==> config.mk <==
export PLATFORM = sky130hd
export DESIGN_NAME = rsi_reset_init
export DESIGN_NICKNAME = d
export VERILOG_FILES = /design/src/rsi_pkg.sv /design/src/rsi_cause_arb.sv /design/src/rsi_wdt_counter.sv /design/src/rsi_reset_init.sv
export VERILOG_INCLUDE_DIRS = /design/src /design/src/src
export SDC_FILE = /design/constraint.sdc
export NUM_CORES = 1
export LEC_CHECK = 0
export BUFFER_PORTS_ARGS = -buffer_cell sky130_fd_sc_hd__buf_4
export CAP_MARGIN = 20
export CORE_AREA = 5 5 188 190
export CTS_BUF_LIST = sky130_fd_sc_hd__clkbuf_8
export CTS_CLUSTER_DIAMETER = 200
export DETAILED_ROUTE_END_ITERATION = 16
export DIE_AREA = 0 0 193 195
export HOLD_SLACK_MARGIN = 0.08
export PLACE_DENSITY = 0.61
export SLEW_MARGIN = 20
export SYNTH_ARGS = -nofsm -noshare
export SYNTH_HDL_FRONTEND = slang
export SYNTH_HIERARCHICAL = 1
export SYNTH_SLANG_ARGS = --single-unit
==> constraint.sdc <==
create_clock -name mclk -period 1.8 [get_ports mclk]
set_input_delay 0.45 -clock mclk [delete_from_list [all_inputs] [get_ports mclk]]
set_output_delay 0.45 -clock mclk [all_outputs]
set_load 0.1 [all_outputs]
==> src/rsi_regs.svh <==
/*
 * constants of the reset state initialiser: reset values, field positions,
 * port offsets and timing counts.
 * assumes inclusion from the design modules and the bench only.
 */
`ifndef RSI_REGS_SVH
`define RSI_REGS_SVH

// ****************************************************************
// clock
// ****************************************************************
`define RSI_CLK_PERIOD_NS        20

// ****************************************************************
// register offsets on the plain register port
// ****************************************************************
`define RSI_ADDR_STATUS          5'h00
`define RSI_ADDR_SYSTEM_MODE_REG            5'h01
`define RSI_ADDR_WATCHDOG_CONTROL_REG            5'h02
`define RSI_ADDR_TBC             5'h03
`define RSI_ADDR_INTC0           5'h04
`define RSI_ADDR_INTC1           5'h05
`define RSI_ADDR_INTC2           5'h06
`define RSI_ADDR_PA              5'h07
`define RSI_ADDR_PAC             5'h08
`define RSI_ADDR_PORT_A_PULLUP            5'h09
`define RSI_ADDR_PORT_A_WAKEUP            5'h0A
`define RSI_ADDR_MP0             5'h0B
`define RSI_ADDR_MP1             5'h0C
`define RSI_ADDR_ACC             5'h0D
`define RSI_ADDR_TABLE_POINTER            5'h0E
`define RSI_ADDR_TABLE_HIGH_BYTE            5'h0F
`define RSI_ADDR_PCL             5'h10
`define RSI_ADDR_EEA             5'h11
`define RSI_ADDR_SERIAL_IFACE_CTRL0           5'h12
`define RSI_ADDR_SERIAL_IFACE_CTRL1           5'h13
`define RSI_ADDR_ACERL           5'h14
`define RSI_ADDR_TMBASE          5'h18
`define RSI_NUM_TM               8

// ****************************************************************
// status fields
// ****************************************************************
`define RSI_STAT_PDF_BIT         4
`define RSI_STAT_TO_BIT          5

// ****************************************************************
// reset values
// ****************************************************************
`define RSI_RST_SYSTEM_MODE_REG             8'h03
`define RSI_RST_WATCHDOG_CONTROL_REG             8'h7A
`define RSI_RST_TBC              8'h37
`define RSI_RST_SERIAL_IFACE_CTRL0            8'hE0
`define RSI_RST_SERIAL_IFACE_CTRL1            8'h81
`define RSI_RST_ONES             8'hFF
`define RSI_RST_ZERO             8'h00
`define RSI_RST_MP_MSB           8'h80
`define RSI_RST_EEA              5'h00
`define RSI_RST_TOP_STACK        4'hF
`define RSI_SERIAL_IFACE_CTRL0_MASK           8'hFE
`define RSI_INTC0_MASK           8'h7F

`endif

==> src/rsi_pkg.sv <==
/*
 * types of the reset state initialiser.
 * assumes nothing beyond the constants header.
 */
package rsi_pkg;
	typedef enum logic [2:0] {
		RSI_NONE,
		RSI_POWERON,
		RSI_PINLV,
		RSI_WDT_RUN,
		RSI_WDT_LOWPWR
	} rsi_cause_e;

	typedef logic [7:0] rsi_byte_t;
endpackage

==> src/rsi_cause_arb.sv <==
/*
 * picks the reset cause of this cycle from the reset sources and the
 * power mode, power-on first, then pin or low voltage, then watchdog.
 * assumes all sources are one-cycle pulses synchronous to mclk.
 */
`timescale 1ns/1ps
`include "rsi_regs.svh"

module rsi_cause_arb
	import rsi_pkg::*;
(
	// sources
	input  wire logic       powerOnRst,
	input  wire logic       externalClearPin,
	input  wire logic       lowVoltageReset,
	input  wire logic       watchdogTimeout,
	// mode
	input  wire logic       lowPowerMode,
	// cause
	output rsi_cause_e      cause
);
	always_comb begin
		if (powerOnRst) begin
			cause = RSI_POWERON;
		end else if (externalClearPin || lowVoltageReset) begin
			cause = RSI_PINLV;
		end else if (watchdogTimeout) begin
			cause = lowPowerMode ? RSI_WDT_LOWPWR : RSI_WDT_RUN;
		end else begin
			cause = RSI_NONE;
		end
	end
endmodule // rsi_cause_arb

==> src/rsi_wdt_counter.sv <==
/*
 * watchdog counter, cleared by the clear pulse (any reset load or clear instruction) and counting otherwise.
 * assumes clear is a one-cycle pulse.
 */
`timescale 1ns/1ps
`include "rsi_regs.svh"

module rsi_wdt_counter #(
	parameter int WIDTH = 16
) (
	// clock and reset
	input  wire logic             mclk,
	input  wire logic             resetn,
	// control
	input  wire logic             clear,
	// count
	output logic [WIDTH-1:0]      count
);
	always_ff @(posedge mclk or negedge resetn) begin
		if (!resetn) begin
			count <= '0;
		end else if (clear) begin
			count <= '0;
		end else begin
			count <= count + WIDTH'(1);
		end
	end
endmodule // rsi_wdt_counter

==> src/rsi_reset_init.sv <==
/*
 * reset state initialiser: loads per-cause reset values into the core,
 * interrupt, port, watchdog, timebase, serial and timer registers and
 * keeps the timeout and powerdown flags.
 * assumes reset sources are single-cycle pulses synchronous to mclk and
 * a plain register port driven by a master on mclk.
 */
// Our own choices: the address map and the strobed register port.
// Summary of operation
// - status holds timeout and powerdown flags, set by resets and low-power entry
// - power-on reset clears timeout and powerdown flags
// - pin or low-voltage reset in normal/slow keeps both flags
// - watchdog reset in normal/slow sets timeout, keeps powerdown
// - watchdog reset in idle/sleep sets timeout and powerdown
// - power-on reset zeroes program counter, stack pointer to top of stack
// - power-on reset clears all interrupt enables
// - power-on reset clears watchdog counter, which then counts at once
// - power-on reset switches timer modules off
// - power-on reset makes all port pins inputs, analog pins converter inputs
// - all but idle watchdog reset: port data/direction ones, pullup/wakeup zeros
// - all but idle watchdog reset load mode, watchdog and timebase control
// - idle watchdog reset clears program counter low and eeprom address
// - pin, low-voltage, run watchdog keep accumulator and table registers
// - every reset forces pointer register top bits to one
// - all but idle watchdog reset init serial controls, clear timer regs
// - idle watchdog reset keeps state but zeroes counter, stack pointer, program counter low and eeprom address, sets pointer top bits
`timescale 1ns/1ps
`include "rsi_regs.svh"

module rsi_reset_init
	import rsi_pkg::*;
#(
	parameter int WDT_WIDTH = 16
) (
	// clock and reset
	input  wire logic              mclk,
	input  wire logic              resetn,
	// reset sources, one-cycle pulses
	input  wire logic              powerOnRst,
	input  wire logic              externalClearPin,
	input  wire logic              lowVoltageReset,
	input  wire logic              watchdogTimeout,
	// power mode
	input  wire logic              lowPowerMode,
	input  wire logic              enterLowPower,
	input  wire logic              clearWdtInstr,
	// register port
	input  wire logic [4:0]        regAddr,
	input  wire logic [7:0]        regWdata,
	input  wire logic              regWr,
	input  wire logic              regRd,
	output logic [7:0]             regRdata,
	// core state
	output logic [7:0]             programCounterLow_r,
	output logic [3:0]             stackPointer_r,
	output logic                   timeoutFlag_r,
	output logic                   powerdownFlag_r,
	output logic [7:0]             portADirection_r,
	output logic [7:0]             analogInputs_r,
	output logic [WDT_WIDTH-1:0]   watchdogCount_r
);
	// ****************************************************************
	// cause selection
	// ****************************************************************
	rsi_cause_e cause;
	logic       fullRst;
	logic       wdtIdle;
	logic       anyRst;

	rsi_cause_arb uArb (
		.powerOnRst       (powerOnRst),
		.externalClearPin (externalClearPin),
		.lowVoltageReset  (lowVoltageReset),
		.watchdogTimeout  (watchdogTimeout),
		.lowPowerMode     (lowPowerMode),
		.cause            (cause)
	);

	assign fullRst = (cause == RSI_POWERON) || (cause == RSI_PINLV) || (cause == RSI_WDT_RUN);
	assign wdtIdle = (cause == RSI_WDT_LOWPWR);
	assign anyRst  = fullRst || wdtIdle;

	// ****************************************************************
	// register storage
	// ****************************************************************
	rsi_byte_t systemModeReg_r, watchdogControlReg_r, timebaseControlReg_r;
	rsi_byte_t intc0_r, intc1_r, intc2_r;
	rsi_byte_t portA_r, portAPullup_r, portAWakeup_r;
	rsi_byte_t memoryPointer0_r, memoryPointer1_r, acc_r, tablePointer_r;
	rsi_byte_t serialIfaceCtrl0_r, serialIfaceCtrl1_r;
	logic [5:0] tableHighByte_r;
	logic [4:0] eepromAddressReg_r;
	rsi_byte_t timerReg_r [`RSI_NUM_TM];
	logic       wdtClear;

	// flags
	always_ff @(posedge mclk or negedge resetn) begin
		if (!resetn) begin
			timeoutFlag_r   <= 1'b0;
			powerdownFlag_r <= 1'b0;
		end else begin
			unique case (cause)
				RSI_POWERON: begin
					timeoutFlag_r   <= 1'b0;
					powerdownFlag_r <= 1'b0;
				end
				RSI_PINLV: begin
				end
				RSI_WDT_RUN: begin
					timeoutFlag_r <= 1'b1;
				end
				RSI_WDT_LOWPWR: begin
					timeoutFlag_r   <= 1'b1;
					powerdownFlag_r <= 1'b1;
				end
				RSI_NONE: begin
					if (enterLowPower) begin
						timeoutFlag_r   <= 1'b0;
						powerdownFlag_r <= 1'b1;
					end else if (clearWdtInstr) begin
						timeoutFlag_r   <= 1'b0;
						powerdownFlag_r <= 1'b0;
					end
				end
			endcase
		end
	end

	// program counter low and stack pointer
	always_ff @(posedge mclk or negedge resetn) begin
		if (!resetn) begin
			programCounterLow_r <= `RSI_RST_ZERO;
			stackPointer_r      <= `RSI_RST_TOP_STACK;
		end else if (anyRst) begin
			programCounterLow_r <= `RSI_RST_ZERO;
			stackPointer_r      <= wdtIdle ? 4'h0 : `RSI_RST_TOP_STACK;
		end else if (regWr && regAddr == `RSI_ADDR_PCL) begin
			programCounterLow_r <= regWdata;
		end
	end

	// mode, watchdog and timebase control
	always_ff @(posedge mclk or negedge resetn) begin
		if (!resetn) begin
			systemModeReg_r      <= `RSI_RST_SYSTEM_MODE_REG;
			watchdogControlReg_r <= `RSI_RST_WATCHDOG_CONTROL_REG;
			timebaseControlReg_r <= `RSI_RST_TBC;
		end else if (fullRst) begin
			systemModeReg_r      <= `RSI_RST_SYSTEM_MODE_REG;
			watchdogControlReg_r <= `RSI_RST_WATCHDOG_CONTROL_REG;
			timebaseControlReg_r <= `RSI_RST_TBC;
		end else if (regWr) begin
			if (regAddr == `RSI_ADDR_SYSTEM_MODE_REG) systemModeReg_r <= regWdata;
			if (regAddr == `RSI_ADDR_WATCHDOG_CONTROL_REG) watchdogControlReg_r <= regWdata;
			if (regAddr == `RSI_ADDR_TBC) timebaseControlReg_r <= regWdata;
		end
	end

	// interrupt control
	always_ff @(posedge mclk or negedge resetn) begin
		if (!resetn) begin
			intc0_r <= `RSI_RST_ZERO;
			intc1_r <= `RSI_RST_ZERO;
			intc2_r <= `RSI_RST_ZERO;
		end else if (fullRst) begin
			intc0_r <= `RSI_RST_ZERO;
			intc1_r <= `RSI_RST_ZERO;
			intc2_r <= `RSI_RST_ZERO;
		end else if (regWr) begin
			if (regAddr == `RSI_ADDR_INTC0) intc0_r <= regWdata & `RSI_INTC0_MASK;
			if (regAddr == `RSI_ADDR_INTC1) intc1_r <= regWdata;
			if (regAddr == `RSI_ADDR_INTC2) intc2_r <= regWdata;
		end
	end

	// port a and analog selection
	always_ff @(posedge mclk or negedge resetn) begin
		if (!resetn) begin
			portA_r          <= `RSI_RST_ONES;
			portADirection_r <= `RSI_RST_ONES;
			portAPullup_r    <= `RSI_RST_ZERO;
			portAWakeup_r    <= `RSI_RST_ZERO;
			analogInputs_r   <= `RSI_RST_ONES;
		end else if (fullRst) begin
			portA_r          <= `RSI_RST_ONES;
			portADirection_r <= `RSI_RST_ONES;
			portAPullup_r    <= `RSI_RST_ZERO;
			portAWakeup_r    <= `RSI_RST_ZERO;
			analogInputs_r   <= `RSI_RST_ONES;
		end else if (regWr) begin
			if (regAddr == `RSI_ADDR_PA) portA_r <= regWdata;
			if (regAddr == `RSI_ADDR_PAC) portADirection_r <= regWdata;
			if (regAddr == `RSI_ADDR_PORT_A_PULLUP) portAPullup_r <= regWdata;
			if (regAddr == `RSI_ADDR_PORT_A_WAKEUP) portAWakeup_r <= regWdata;
			if (regAddr == `RSI_ADDR_ACERL) analogInputs_r <= regWdata;
		end
	end

	// memory pointers: top bit forced on every reset, rest kept
	always_ff @(posedge mclk or negedge resetn) begin
		if (!resetn) begin
			memoryPointer0_r <= `RSI_RST_MP_MSB;
			memoryPointer1_r <= `RSI_RST_MP_MSB;
		end else if (anyRst) begin
			memoryPointer0_r <= memoryPointer0_r | `RSI_RST_MP_MSB;
			memoryPointer1_r <= memoryPointer1_r | `RSI_RST_MP_MSB;
		end else if (regWr) begin
			if (regAddr == `RSI_ADDR_MP0) memoryPointer0_r <= regWdata;
			if (regAddr == `RSI_ADDR_MP1) memoryPointer1_r <= regWdata;
		end
	end

	// accumulator and table registers, cleared only by resetn, kept by every reset
	always_ff @(posedge mclk or negedge resetn) begin
		if (!resetn) begin
			acc_r           <= `RSI_RST_ZERO;
			tablePointer_r  <= `RSI_RST_ZERO;
			tableHighByte_r <= 6'h00;
		end else if (anyRst) begin
			// kept on every reset, power-on included
		end else if (regWr) begin
			if (regAddr == `RSI_ADDR_ACC) acc_r <= regWdata;
			if (regAddr == `RSI_ADDR_TABLE_POINTER) tablePointer_r <= regWdata;
			if (regAddr == `RSI_ADDR_TABLE_HIGH_BYTE) tableHighByte_r <= regWdata[5:0];
		end
	end

	// eeprom address
	always_ff @(posedge mclk or negedge resetn) begin
		if (!resetn) begin
			eepromAddressReg_r <= `RSI_RST_EEA;
		end else if (wdtIdle) begin
			eepromAddressReg_r <= `RSI_RST_EEA;
		end else if (regWr && regAddr == `RSI_ADDR_EEA) begin
			eepromAddressReg_r <= regWdata[4:0];
		end
	end

	// serial interface control
	always_ff @(posedge mclk or negedge resetn) begin
		if (!resetn) begin
			serialIfaceCtrl0_r <= `RSI_RST_SERIAL_IFACE_CTRL0;
			serialIfaceCtrl1_r <= `RSI_RST_SERIAL_IFACE_CTRL1;
		end else if (fullRst) begin
			serialIfaceCtrl0_r <= `RSI_RST_SERIAL_IFACE_CTRL0;
			serialIfaceCtrl1_r <= `RSI_RST_SERIAL_IFACE_CTRL1;
		end else if (regWr) begin
			if (regAddr == `RSI_ADDR_SERIAL_IFACE_CTRL0) serialIfaceCtrl0_r <= regWdata & `RSI_SERIAL_IFACE_CTRL0_MASK;
			if (regAddr == `RSI_ADDR_SERIAL_IFACE_CTRL1) serialIfaceCtrl1_r <= regWdata;
		end
	end

	// timer control and compare registers
	genvar gi;
	generate
		for (gi = 0; gi < `RSI_NUM_TM; gi++) begin : gTimer
			always_ff @(posedge mclk or negedge resetn) begin
				if (!resetn) begin
					timerReg_r[gi] <= `RSI_RST_ZERO;
				end else if (fullRst) begin
					timerReg_r[gi] <= `RSI_RST_ZERO;
				end else if (regWr && regAddr == (`RSI_ADDR_TMBASE + 5'(gi))) begin
					timerReg_r[gi] <= regWdata;
				end
			end
		end
	endgenerate

	// ****************************************************************
	// watchdog counter
	// ****************************************************************
	assign wdtClear = anyRst || clearWdtInstr;

	rsi_wdt_counter #(.WIDTH(WDT_WIDTH)) uWdt (
		.mclk   (mclk),
		.resetn (resetn),
		.clear  (wdtClear),
		.count  (watchdogCount_r)
	);

	// ****************************************************************
	// read port
	// ****************************************************************
	always_ff @(posedge mclk or negedge resetn) begin
		if (!resetn) begin
			regRdata <= `RSI_RST_ZERO;
		end else if (regRd) begin
			regRdata <= `RSI_RST_ZERO;
			if (regAddr >= `RSI_ADDR_TMBASE) begin
				regRdata <= timerReg_r[3'(regAddr - `RSI_ADDR_TMBASE)];
			end else begin
				case (regAddr)
					`RSI_ADDR_STATUS: regRdata <= {2'b00, timeoutFlag_r, powerdownFlag_r, 4'h0};
					`RSI_ADDR_SYSTEM_MODE_REG:   regRdata <= systemModeReg_r;
					`RSI_ADDR_WATCHDOG_CONTROL_REG:   regRdata <= watchdogControlReg_r;
					`RSI_ADDR_TBC:    regRdata <= timebaseControlReg_r;
					`RSI_ADDR_INTC0:  regRdata <= intc0_r;
					`RSI_ADDR_INTC1:  regRdata <= intc1_r;
					`RSI_ADDR_INTC2:  regRdata <= intc2_r;
					`RSI_ADDR_PA:     regRdata <= portA_r;
					`RSI_ADDR_PAC:    regRdata <= portADirection_r;
					`RSI_ADDR_PORT_A_PULLUP:   regRdata <= portAPullup_r;
					`RSI_ADDR_PORT_A_WAKEUP:   regRdata <= portAWakeup_r;
					`RSI_ADDR_MP0:    regRdata <= memoryPointer0_r;
					`RSI_ADDR_MP1:    regRdata <= memoryPointer1_r;
					`RSI_ADDR_ACC:    regRdata <= acc_r;
					`RSI_ADDR_TABLE_POINTER:   regRdata <= tablePointer_r;
					`RSI_ADDR_TABLE_HIGH_BYTE:   regRdata <= {2'b00, tableHighByte_r};
					`RSI_ADDR_PCL:    regRdata <= programCounterLow_r;
					`RSI_ADDR_EEA:    regRdata <= {3'b000, eepromAddressReg_r};
					`RSI_ADDR_SERIAL_IFACE_CTRL0:  regRdata <= serialIfaceCtrl0_r;
					`RSI_ADDR_SERIAL_IFACE_CTRL1:  regRdata <= serialIfaceCtrl1_r;
					`RSI_ADDR_ACERL:  regRdata <= analogInputs_r;
					default:          regRdata <= `RSI_RST_ZERO;
				endcase
			end
		end
	end

	// ****************************************************************
	// checks
	// ****************************************************************
	flag_poweron_a: assert property (@(posedge mclk) disable iff (!resetn)
		powerOnRst |=> !timeoutFlag_r && !powerdownFlag_r)
		else $error("flags not cleared by power-on reset");
	flag_pinkeep_a: assert property (@(posedge mclk) disable iff (!resetn)
		(cause == RSI_PINLV) |=> $stable(timeoutFlag_r) && $stable(powerdownFlag_r))
		else $error("flags changed by pin reset");
	flag_wdtrun_a: assert property (@(posedge mclk) disable iff (!resetn)
		(cause == RSI_WDT_RUN) |=> timeoutFlag_r && $stable(powerdownFlag_r))
		else $error("run watchdog flags wrong");
	flag_wdtidle_a: assert property (@(posedge mclk) disable iff (!resetn)
		(cause == RSI_WDT_LOWPWR) |=> timeoutFlag_r && powerdownFlag_r)
		else $error("idle watchdog flags wrong");
	pc_stack_a: assert property (@(posedge mclk) disable iff (!resetn)
		powerOnRst |=> programCounterLow_r == 8'h00 && stackPointer_r == 4'hF)
		else $error("pc or stack not initialised");
	port_init_a: assert property (@(posedge mclk) disable iff (!resetn)
		fullRst |=> portADirection_r == 8'hFF && portAPullup_r == 8'h00)
		else $error("port registers not initialised");
	ctrl_init_a: assert property (@(posedge mclk) disable iff (!resetn)
		fullRst |=> systemModeReg_r == 8'h03 && watchdogControlReg_r == 8'h7A)
		else $error("mode or watchdog control not loaded");
	idle_keep_a: assert property (@(posedge mclk) disable iff (!resetn)
		wdtIdle |=> eepromAddressReg_r == 5'h00 && $stable(systemModeReg_r))
		else $error("idle watchdog reset wrong");
	mp_msb_a: assert property (@(posedge mclk) disable iff (!resetn)
		anyRst |=> memoryPointer0_r[7] && memoryPointer1_r[7])
		else $error("pointer top bit not set");
	wdt_count_a: assert property (@(posedge mclk) disable iff (!resetn)
		(powerOnRst ##1 !wdtClear) |=> watchdogCount_r == WDT_WIDTH'(1))
		else $error("watchdog not counting after reset");
endmodule // rsi_reset_init

Yosys cells after proc, flatten, opt, wreduce, memory -nomap -nowiden. Index checks and enable logic that the tools add are counted.

Register bits after elaboration: 249. Latch bits: 0. Memory bits (writable): 0. ROM bits: 0. Memories kept: 0.

Add/sub/neg operators: 2. $mul: 0. Divide/modulo/power cells: 0. Magnitude comparators: 2. Equality and inequality tests: 33. Shifts and indexed selects: 0. Mux-type cells: 81. Bitwise operators: 2. Reduce and logical (&&, ||, !) cells: 69.

Operators with widths (count): 8-bit 2-to-1 mux (66); 8-bit one-hot mux with 21 select lines (1); 5-bit == test, second input constant (13); 2-bit nonzero test (27); 5-bit by 4-bit == test with 1-bit output, second input constant (8); 2-bit AND reduction (17); 8-bit binary-select mux with 3-bit select (1); 5-bit by 3-bit == test with 1-bit output, second input constant (4); 16-bit by 1-bit adder with 16-bit output, second input constant (1); 16-bit 2-to-1 mux (1); 3-bit AND reduction (5); 3-bit 2-to-1 mux (4); 5-bit by 2-bit == test with 1-bit output, second input constant (2); 1-bit logical AND (10); 5-bit 2-to-1 mux (2); 3-bit by 2-bit == test with 1-bit output, second input constant (2); 1-bit one-hot mux with 3 select lines (2); 3-bit nonzero test (2); 5-bit by 1-bit == test with 1-bit output, second input constant (1); 5-bit greater-or-equal comparator, second input constant (1); 5-bit zero test (1); 1-bit logical OR (5); 4-bit greater-or-equal comparator, second input constant (1); 4-bit 2-to-1 mux (1); 9 further kinds (11).

Depth between registers and ports, before layout. Gate-level depths: netlist of run 1.

Depth after elaboration: 10. Gate-level depth with buffers: 9.

Cells and area by module. The synthesis of run 1 kept the hierarchy.

By module, submodules not included: rsi_reset_init (times used 1, cells each 1052, area an instance 11359.6 sq um); rsi_wdt_counter (times used 1, cells each 79, area an instance 809.5 sq um); rsi_cause_arb (times used 1, cells each 6, area an instance 47.5 sq um).

Worst setup path before layout of run 1. OpenSTA, ideal clock, no wires.

Kind: register to register. Start point: register uWdt.count[0]. End point: register uWdt.count[14]. Library setup time: 0.125 ns. Arrival time: 2.162 ns. Data required time: 1.675 ns. Setup slack: -0.487 ns. Stages on the path, launching flop included: 5. Clock period less this slack: 2.287 ns. Path through: dfrtp_1 -> ha_1 -> nand4_4 -> nor4_1 -> mux2_2.

Cells in the longest elaborated chain, start to end: 2.

Ends and longest elaborated chain: from (decl) (RTL line rsi_wdt_counter.sv:17) `output logic [WIDTH-1:0] count`; from (signal assigned) (RTL line rsi_wdt_counter.sv:25) `count <= count + WIDTH'(1);`; 16-bit by 1-bit adder with 16-bit output (RTL line rsi_wdt_counter.sv:25); 16-bit 2-to-1 mux (RTL line rsi_wdt_counter.sv:22) `end else if (clear) begin`.

No other way between the ends. A chain may end at the register's enable or synchronous reset.

==> summary.md, run 1 <==
| Metric | Value |
|---|---|
| CTS tree | `built` |
| Slew Viols, Final | `0` |
| RD Place Congestion | `0.963` |
| Slowest stage delay, CP | `0.59 ns` |
| Crit start category | `flop` |
| Largest net degree at the start of global routing | `42` |
| Largest area contributor in the netlist | `dfrtp_1` |
| R2R cell count | `6` |
| Most used DFF post-synth | `dfrtp_1` |
| Final Power | `12.7 mW` |
| Finished Layout Cells | `1855` |
| Setup TNS | `-0.259 ns` |
| Register area share after synthesis | `0.504` |
| Top delay family on crit path | `flip-flops` |
| Slew at the pin closest to its max-slew limit | `0.635 ns` |
| Leak | `7.52 nW` |
| Maximum capacitance violations | `0` |
| Die area | `37600 µm²` |
| DRT iter0 DRCs | `880` |
| RR Startpoint | `serialIfaceCtrl0_r[2]` |
| Dpl cells | `1756` |
| Failing checks | `negative setup slack` |
| Tcrit/Tclk final | `1.04` |
| Final hold slack | `0.209 ns` |
| Initial antenna violation count | `0` |
| Synthesis warning total | `6` |
| Critical Path Source | `stackPointer_r[2]` |
| Pre-antenna DRT Iters | `7` |
| Layout fillers | `3066` |
| Post-route ant nets | `0` |
| Root Buffer | `clkbuf_8` |
| Synthesis-stage register bit count | `244` |
| Post-synth EDFFs | `0` |
| Final worst slack | `-0.0652 ns` |
| Outcome | `finished, violations left` |
| Crit Path Category | `flop to output pin` |
| Final hold vios | `0` |
| Worst path cell trace | `buf_6` |
| Crit path DAT | `1.42 ns` |
| Flop-to-flop setup slack | `0.01 ns` |
| Post-synth top cells | `dfrtp_1 (200), mux2i_1 (150), nor2_1 (144), nand2_1 (114), nand3_1 (76)` |
| Setup repair after global routing missed its margin | `yes` |
| DRC | `0` |
| Syn Nets | `1162` |
| Synthesized area | `12200 µm²` |
| Total GRT Usage | `0.223` |
| Clock slew at reported path FFs | `0.06 ns` |
| Mean area per synthesized cell | `10.7 µm²` |
| CP endpoint kind | `output pin` |
| Slowest CP cell | `dfstp_2` |
| Clock sink total | `244` |
| Max frequency | `536 MHz` |
| Number of global-route vias before repair | `10500` |
| Most common cell in the netlist | `dfrtp_1` |
| Core area | `33300 µm²` |
| Final Net Count | `1397` |
| Rel. slew slack | `0.576` |
| Layout Utilization | `0.487` |
| Worst IR Drop VDD | `0.499 mV` |
| Syn-to-layout area delta | `32.6%` |
| Setup Viol. Count Final | `4` |
| Critical-path maximum fanout | `5` |
| Critical Path End | `stackPointer_r[1]` |
| Die width | `193 µm` |
| Row count | `67` |
| Synth async-reset ratio | `1.00` |
| Worst Hold Class | `input pin to flop` |
| Cell depth of the worst setup path | `1` |
| Tmin final | `1.87 ns` |
| Detailed Place HPWL | `29500 µm` |
| First-pass GRT wire length | `64500 µm` |
| Share of cells above drive strength 1 | `0.367` |
| Clk_lat worst skew | `0.58 ns` |
| Area contributors post-synth | `dfrtp_1 (41%), mux2i_1 (12%), dfstp_2 (9.5%)` |
| Die Span Y | `195 µm` |
| ANT cells | `0` |
| Drt wl/cell | `22.7 µm` |
| Starting density of the core | `0.367` |
| DR vias | `10200` |
| Clk_skew | `0.0304 ns` |
| Gate Count Post-Synth | `1137` |
| Synth top area share | `0.410` |
| Maximum buffer depth of the clock tree | `3` |
| Mean number of vias per cell | `5.52` |
| Detailed Route WL | `42100 µm` |
| WP data required | `1.35 ns` |
| Io pins | `78` |
| Grt total ovfl | `0` |
| CTS Buf Count | `44` |
| H-tree level count | `2` |
| Worst Path Buf+Inv | `1` |
| Number of library cell types mapped by synthesis | `73` |
| IO buf count | `77` |
| Pwr per Cell Area | `782 nW/µm²` |
| R2R Path End | `regRdata[2]` |
cell families after synthesis:
| kind of cell | Yosys count | synth area share |
|---|---|---|
| simple gates | 438 | 0.176 |
| flops | 244 | 0.504 |
| mux | 219 | 0.202 |
| compound gates | 132 | 0.0747 |
| buf+inv | 98 | 0.0367 |
| xor+xnor | 5 | 0.00481 |
| fa+ha+maj | 1 | 0.00102 |
layout make-up:
| type | instances | area, µm² | area share |
|---|---|---|---|
| sequential | 244 | 6190 | 0.382 |
| clock buffer | 50 | 688 | 0.0425 |
| timing repair buffer | 277 | 2760 | 0.171 |
| tap | 448 | 561 | 0.0346 |
| multi-input combinational | 795 | 5780 | 0.357 |
| clock inverter | 31 | 183 | 0.0113 |
| inverter | 10 | 37.5 | 0.00232 |
flip-flops by register name, summed over array words and instances (netlist names), 6 cells and up:
name                  flops
tablePointer_r            8
serialIfaceCtrl1_r        8
uWdt/count               16
watchdogControlReg_r      8
regRdata                  8
tableHighByte_r           6
memoryPointer1_r          8
systemModeReg_r           8
timerReg_r               64
timebaseControlReg_r      8
portAWakeup_r             8
serialIfaceCtrl0_r        7
portA_r                   8
memoryPointer0_r          8
portADirection_r          8
intc0_r                   7
acc_r                     8
intc1_r                   8
programCounterLow_r       8
intc2_r                   8
portAPullup_r             8
analogInputs_r            8
per-layer routing:
layer  vias to the layer above  track usage  share of wire  wire length [µm]
met5                         -            0              0                 0
li1                       4545            -              -                 -
met4                         0       0.0753          0.032              1360
met2                       456        0.348           0.46             19300
met3                        99       0.0371          0.073              3080
met1                      5134        0.316           0.44             18300
power breakdown:
| part | total [mW] | internal, mW | switching [mW] |
|---|---|---|---|
| combinational | 1.68 | 0.616 | 1.06 |
| clock | 5.21 | 2.83 | 2.39 |
| sequential | 5.77 | 5.65 | 0.127 |
timing repair:
| action | in CTS | in global routing |
|---|---|---|
| setup buffers | 15 | 2 |
| setup endpoints to repair | 33 | 23 |
| pin swaps | 0 | 1 |
| endpoints found under the hold margin | 19 | 0 |
| resized for setup | 67 | 14 |
| hold buffers | 1 | 0 |
worst min-delay path by stage:
stage	endpoint	cells past startpoint	start
detailed placement	eepromAddressReg_r[4]	1	resetn
global route	regRdata[4]	2	regRd
global placement	programCounterLow_r[5]	1	resetn
CTS	regRdata[4]	2	regRd
finish	regRdata[4]	2	regRd
floorplan	acc_r[0]	0	resetn
cell usage in the layout (no fill, tap or decap), types with 6 or more instances in the layout:
master    synthesis  routed
a21oi_1          40      33
a21oi_2           0       6
a22oi_1          13      13
a31oi_1           9       9
a32oi_1          15      14
and3_1           11      10
buf_12            0      46
buf_4            10     207
buf_6             2      18
clkbuf_8          0      50
dfrtp_1         200     184
dfrtp_2           0      14
dfstp_2          44      44
inv_1            10      32
mux2_2           49      46
mux2i_1         150     150
mux4_2           17      17
nand2_1         114     114
nand3_1          76      73
nand3_2           6       9
nand3b_1          7       7
nand4_1          11      11
nor2_1          144     140
nor2_2            4       6
nor2_4            4       6
nor2b_1           9       9
nor3_1            7       6
o21ai_0          10      10
through the flow:
| stage | cell area (µm²) | setup slack (ns) |
|---|---|---|
| 2_1_floorplan | 12400 | -0.0960 |
| 3_3_place_gp | 14900 | -0.496 |
| 3_5_place_dp | 14900 | -0.495 |
| 4_1_cts | 16100 | -0.0996 |
| 5_1_grt | 16200 | -0.116 |
| 6_report | 16200 | -0.0652 |
Power figures use the tool's default switching activity.
==> run 2: changes to the inputs <==
MAX_ROUTING_LAYER = met4   (was not set)
==> run 2 against run 1 <==
- the flow still finishes with violations (negative setup slack)
- critical path depth is the same
- sequential power is essentially flat
- utilization shrank 0.17 points
- global-route usage grew 0.29 points
- first-iteration DRC count shrank 15%
- largest power group unchanged
==> summary.md, run 2 (synthesized netlist as in run 1, its figures left out) <==
| Metric | Value |
|---|---|
| Outcome | `finished, violations left` |
| Failing checks | `negative setup slack` |
| Post-route ant nets | `0 (unchanged)` |
| Crit start category | `flop` |
| Worst Hold Class | `input pin to flop` |
| Worst path cell trace | `buf_6` |
| Die Span Y | `195 µm (unchanged)` |
| Commonest cells after routing, fill and taps aside | `buf_4 (218), dfrtp_1 (184), mux2i_1 (149)` |
| Worst Path Buf+Inv | `1 (unchanged)` |
| Dpl cells | `1761 (+0.28%)` |
| Register area | `6190 µm² (unchanged)` |
| Row count | `67 (unchanged)` |
| Clk_skew | `0.0172 ns (-0.0132 ns)` |
| Die area | `37600 µm² (unchanged)` |
| IO buf count | `77 (unchanged)` |
| Seq pwr share | `0.456 (about the same)` |
| Final hold vios | `0 (unchanged)` |
| Final Net Count | `1398 (+0.072%)` |
| Slowest CP cell | `dfstp_2` |
| Finished Layout Cells | `1856 (+0.054%)` |
| Grt total ovfl | `0 (unchanged)` |
| Die width | `193 µm (unchanged)` |
| Starting density of the core | `0.367 (unchanged)` |
| Combinational share of power | `0.132 (about the same)` |
| Core area | `33300 µm² (unchanged)` |
| Final hold slack | `0.269 ns (+0.0596 ns)` |
| Slew at the pin closest to its max-slew limit | `0.598 ns (-0.0369 ns)` |
| Crit Path Category | `flop to output pin` |
| Setup Viol. Count Final | `5 (+1)` |
| ANT cells | `0 (unchanged)` |
| Final Power | `12.7 mW (-0.11%)` |
| Most common cell after layout, fill and taps aside | `buf_4` |
| Leak | `7.49 nW (-0.39%)` |
| Largest registers | `timerReg_r: 64 flops, uWdt/count: 16 flops` |
| Max frequency | `536 MHz (about the same)` |
| Share of cells above drive strength 1 | `0.368 (+0.00116)` |
| Register name with the most flops | `timerReg_r` |
| Int Power | `9.15 mW (+0.68%)` |
| Detailed Route WL | `41400 µm (-1.7%)` |
| Drt wl/cell | `22.3 µm (-1.7%)` |
| Tmin final | `1.86 ns (-0.000981 ns)` |
| Slowest stage delay, CP | `0.60 ns (about the same)` |
| WP data required | `1.35 ns (about the same)` |
| Layout Utilization | `0.485 (-0.00165)` |
| RD Place Congestion | `0.969 (+0.61%)` |
| Multi-input combinational cell area | `5780 µm² (-0.11%)` |
| Initial antenna violation count | `0 (unchanged)` |
| Crit path DAT | `1.41 ns (about the same)` |
| Clock sink total | `244 (unchanged)` |
| Slew Viols, Final | `0 (unchanged)` |
| Pre-antenna DRT Iters | `5 (-2)` |
| Mean number of vias per cell | `5.44 (-1.4%)` |
| Io pins | `78 (unchanged)` |
| CTS Buf Count | `44 (unchanged)` |
| Number of global-route vias before repair | `10200 (-3.0%)` |
| Rel. slew slack | `0.600 (+0.0240)` |
| Maximum capacitance violations | `0 (unchanged)` |
| Clock Power Share | `0.411 (about the same)` |
| CTS tree | `built` |
| DR vias | `10100 (-1.3%)` |
| Tcrit/Tclk final | `1.04 (about the same)` |
| Syn-to-layout area delta | `32.2%` |
| Switching part of the total | `0.277 (-0.00566)` |
| Setup TNS | `-0.266 ns (-0.00696 ns)` |
| Top delay family on crit path | `flip-flops` |
| Clock slew at reported path FFs | `0.06 ns (about the same)` |
| Pwr per Cell Area | `783 nW/µm² (+0.23%)` |
| DRT iter0 DRCs | `747 (-15%)` |
| H-tree level count | `2 (unchanged)` |
| Detailed Place HPWL | `29400 µm (about the same)` |
| Total GRT Usage | `0.226 (+0.00288)` |
| Layout fillers | `3038 (-0.91%)` |
| Largest net degree at the start of global routing | `43 (+2.4%)` |
| Setup repair after global routing missed its margin | `yes` |
| Maximum buffer depth of the clock tree | `3 (unchanged)` |
| Critical-path maximum fanout | `5 (unchanged)` |
| Root Buffer | `clkbuf_8` |
| Max reg flops | `64 (unchanged)` |
| DRC | `0 (unchanged)` |
| First-pass GRT wire length | `63200 µm (-2.0%)` |
| NetSw | `3.50 mW (-2.1%)` |
| Worst IR Drop VDD | `0.427 mV (-15%)` |
| Final worst slack | `-0.0642 ns (+0.000981 ns)` |
| CP endpoint kind | `output pin` |
| Clk_lat worst skew | `0.56 ns (-0.02 ns)` |
-- run 2: cell count changes in the layout (fill, tap and decap cells not counted), sizes merged --
cell,change
inv,-2
clkinv,-3
buf,+1
clkinvlp,+1
clkbuf,+5
bufinv,-1
-- run 2: cell type report --
type,instances,share of cell area
Inverter,10,0.00232
Multi-Input combinational cell,795,0.358
Sequential cell,244,0.383
Tap cell,448,0.0347
Clock inverter,26,0.00821
Timing Repair Buffer,278,0.167
Clock buffer,55,0.0469
-- run 2: layer usage --
layer  global-route usage  share of wire  vias to the layer above
li1                     -              -                     4564
met1                0.304           0.43                     5045
met2                0.338           0.46                      404
met3               0.0488          0.079                       84
met4               0.0821          0.036                        0
met5                    -              0                        -
-- run 2: power groups by stage --
stage / logic (mW) / clock network [mW] / registers, mW
finish: 1.68 / 5.20 / 5.77
global route: 1.78 / 5.58 / 5.78
CTS: 1.68 / 5.35 / 5.77
detailed placement: 1.64 / 0 / 5.86
global placement: 1.63 / 0 / 5.86
floorplan: 0.680 / 0 / 6.01
-- run 2: timing repair --
item | 4_1_cts | 5_1_grt
pin swaps | 0 | 2
hold buffers | 1 | 0
endpoints found under the hold margin | 97 | 0
resized for setup | 63 | 10
endpoints found under the setup margin | 30 | 19
cloned | 0 | 0
buffers inserted | 12 | 1
-- run 2: worst paths after layout --
check | from | endpoint | slack [ns] | cells past startpoint
worst max-delay path | stackPointer_r[2] | stackPointer_r[3] | -0.06 | 1
worst min register to register | watchdogControlReg_r[5] | watchdogControlReg_r[5] | 0.49 | 2
min in group asynchronous | resetn | programCounterLow_r[5] | 0.37 | 2
max in group asynchronous | resetn | portA_r[5] | 0.75 | 3
worst min-delay path | clearWdtInstr | timeoutFlag_r | 0.27 | 4
worst max register to register | timerReg_r[33] | regRdata[1] | -0.02 | 5
-- run 2: stage by stage --
stage	worst slack, ns	area (µm²)
2_1_floorplan	-0.0960	12400
6_report	-0.0642	16100
3_5_place_dp	-0.609	14900
3_3_place_gp	-0.591	14900
5_1_grt	-0.112	16100
4_1_cts	-0.0919	16100
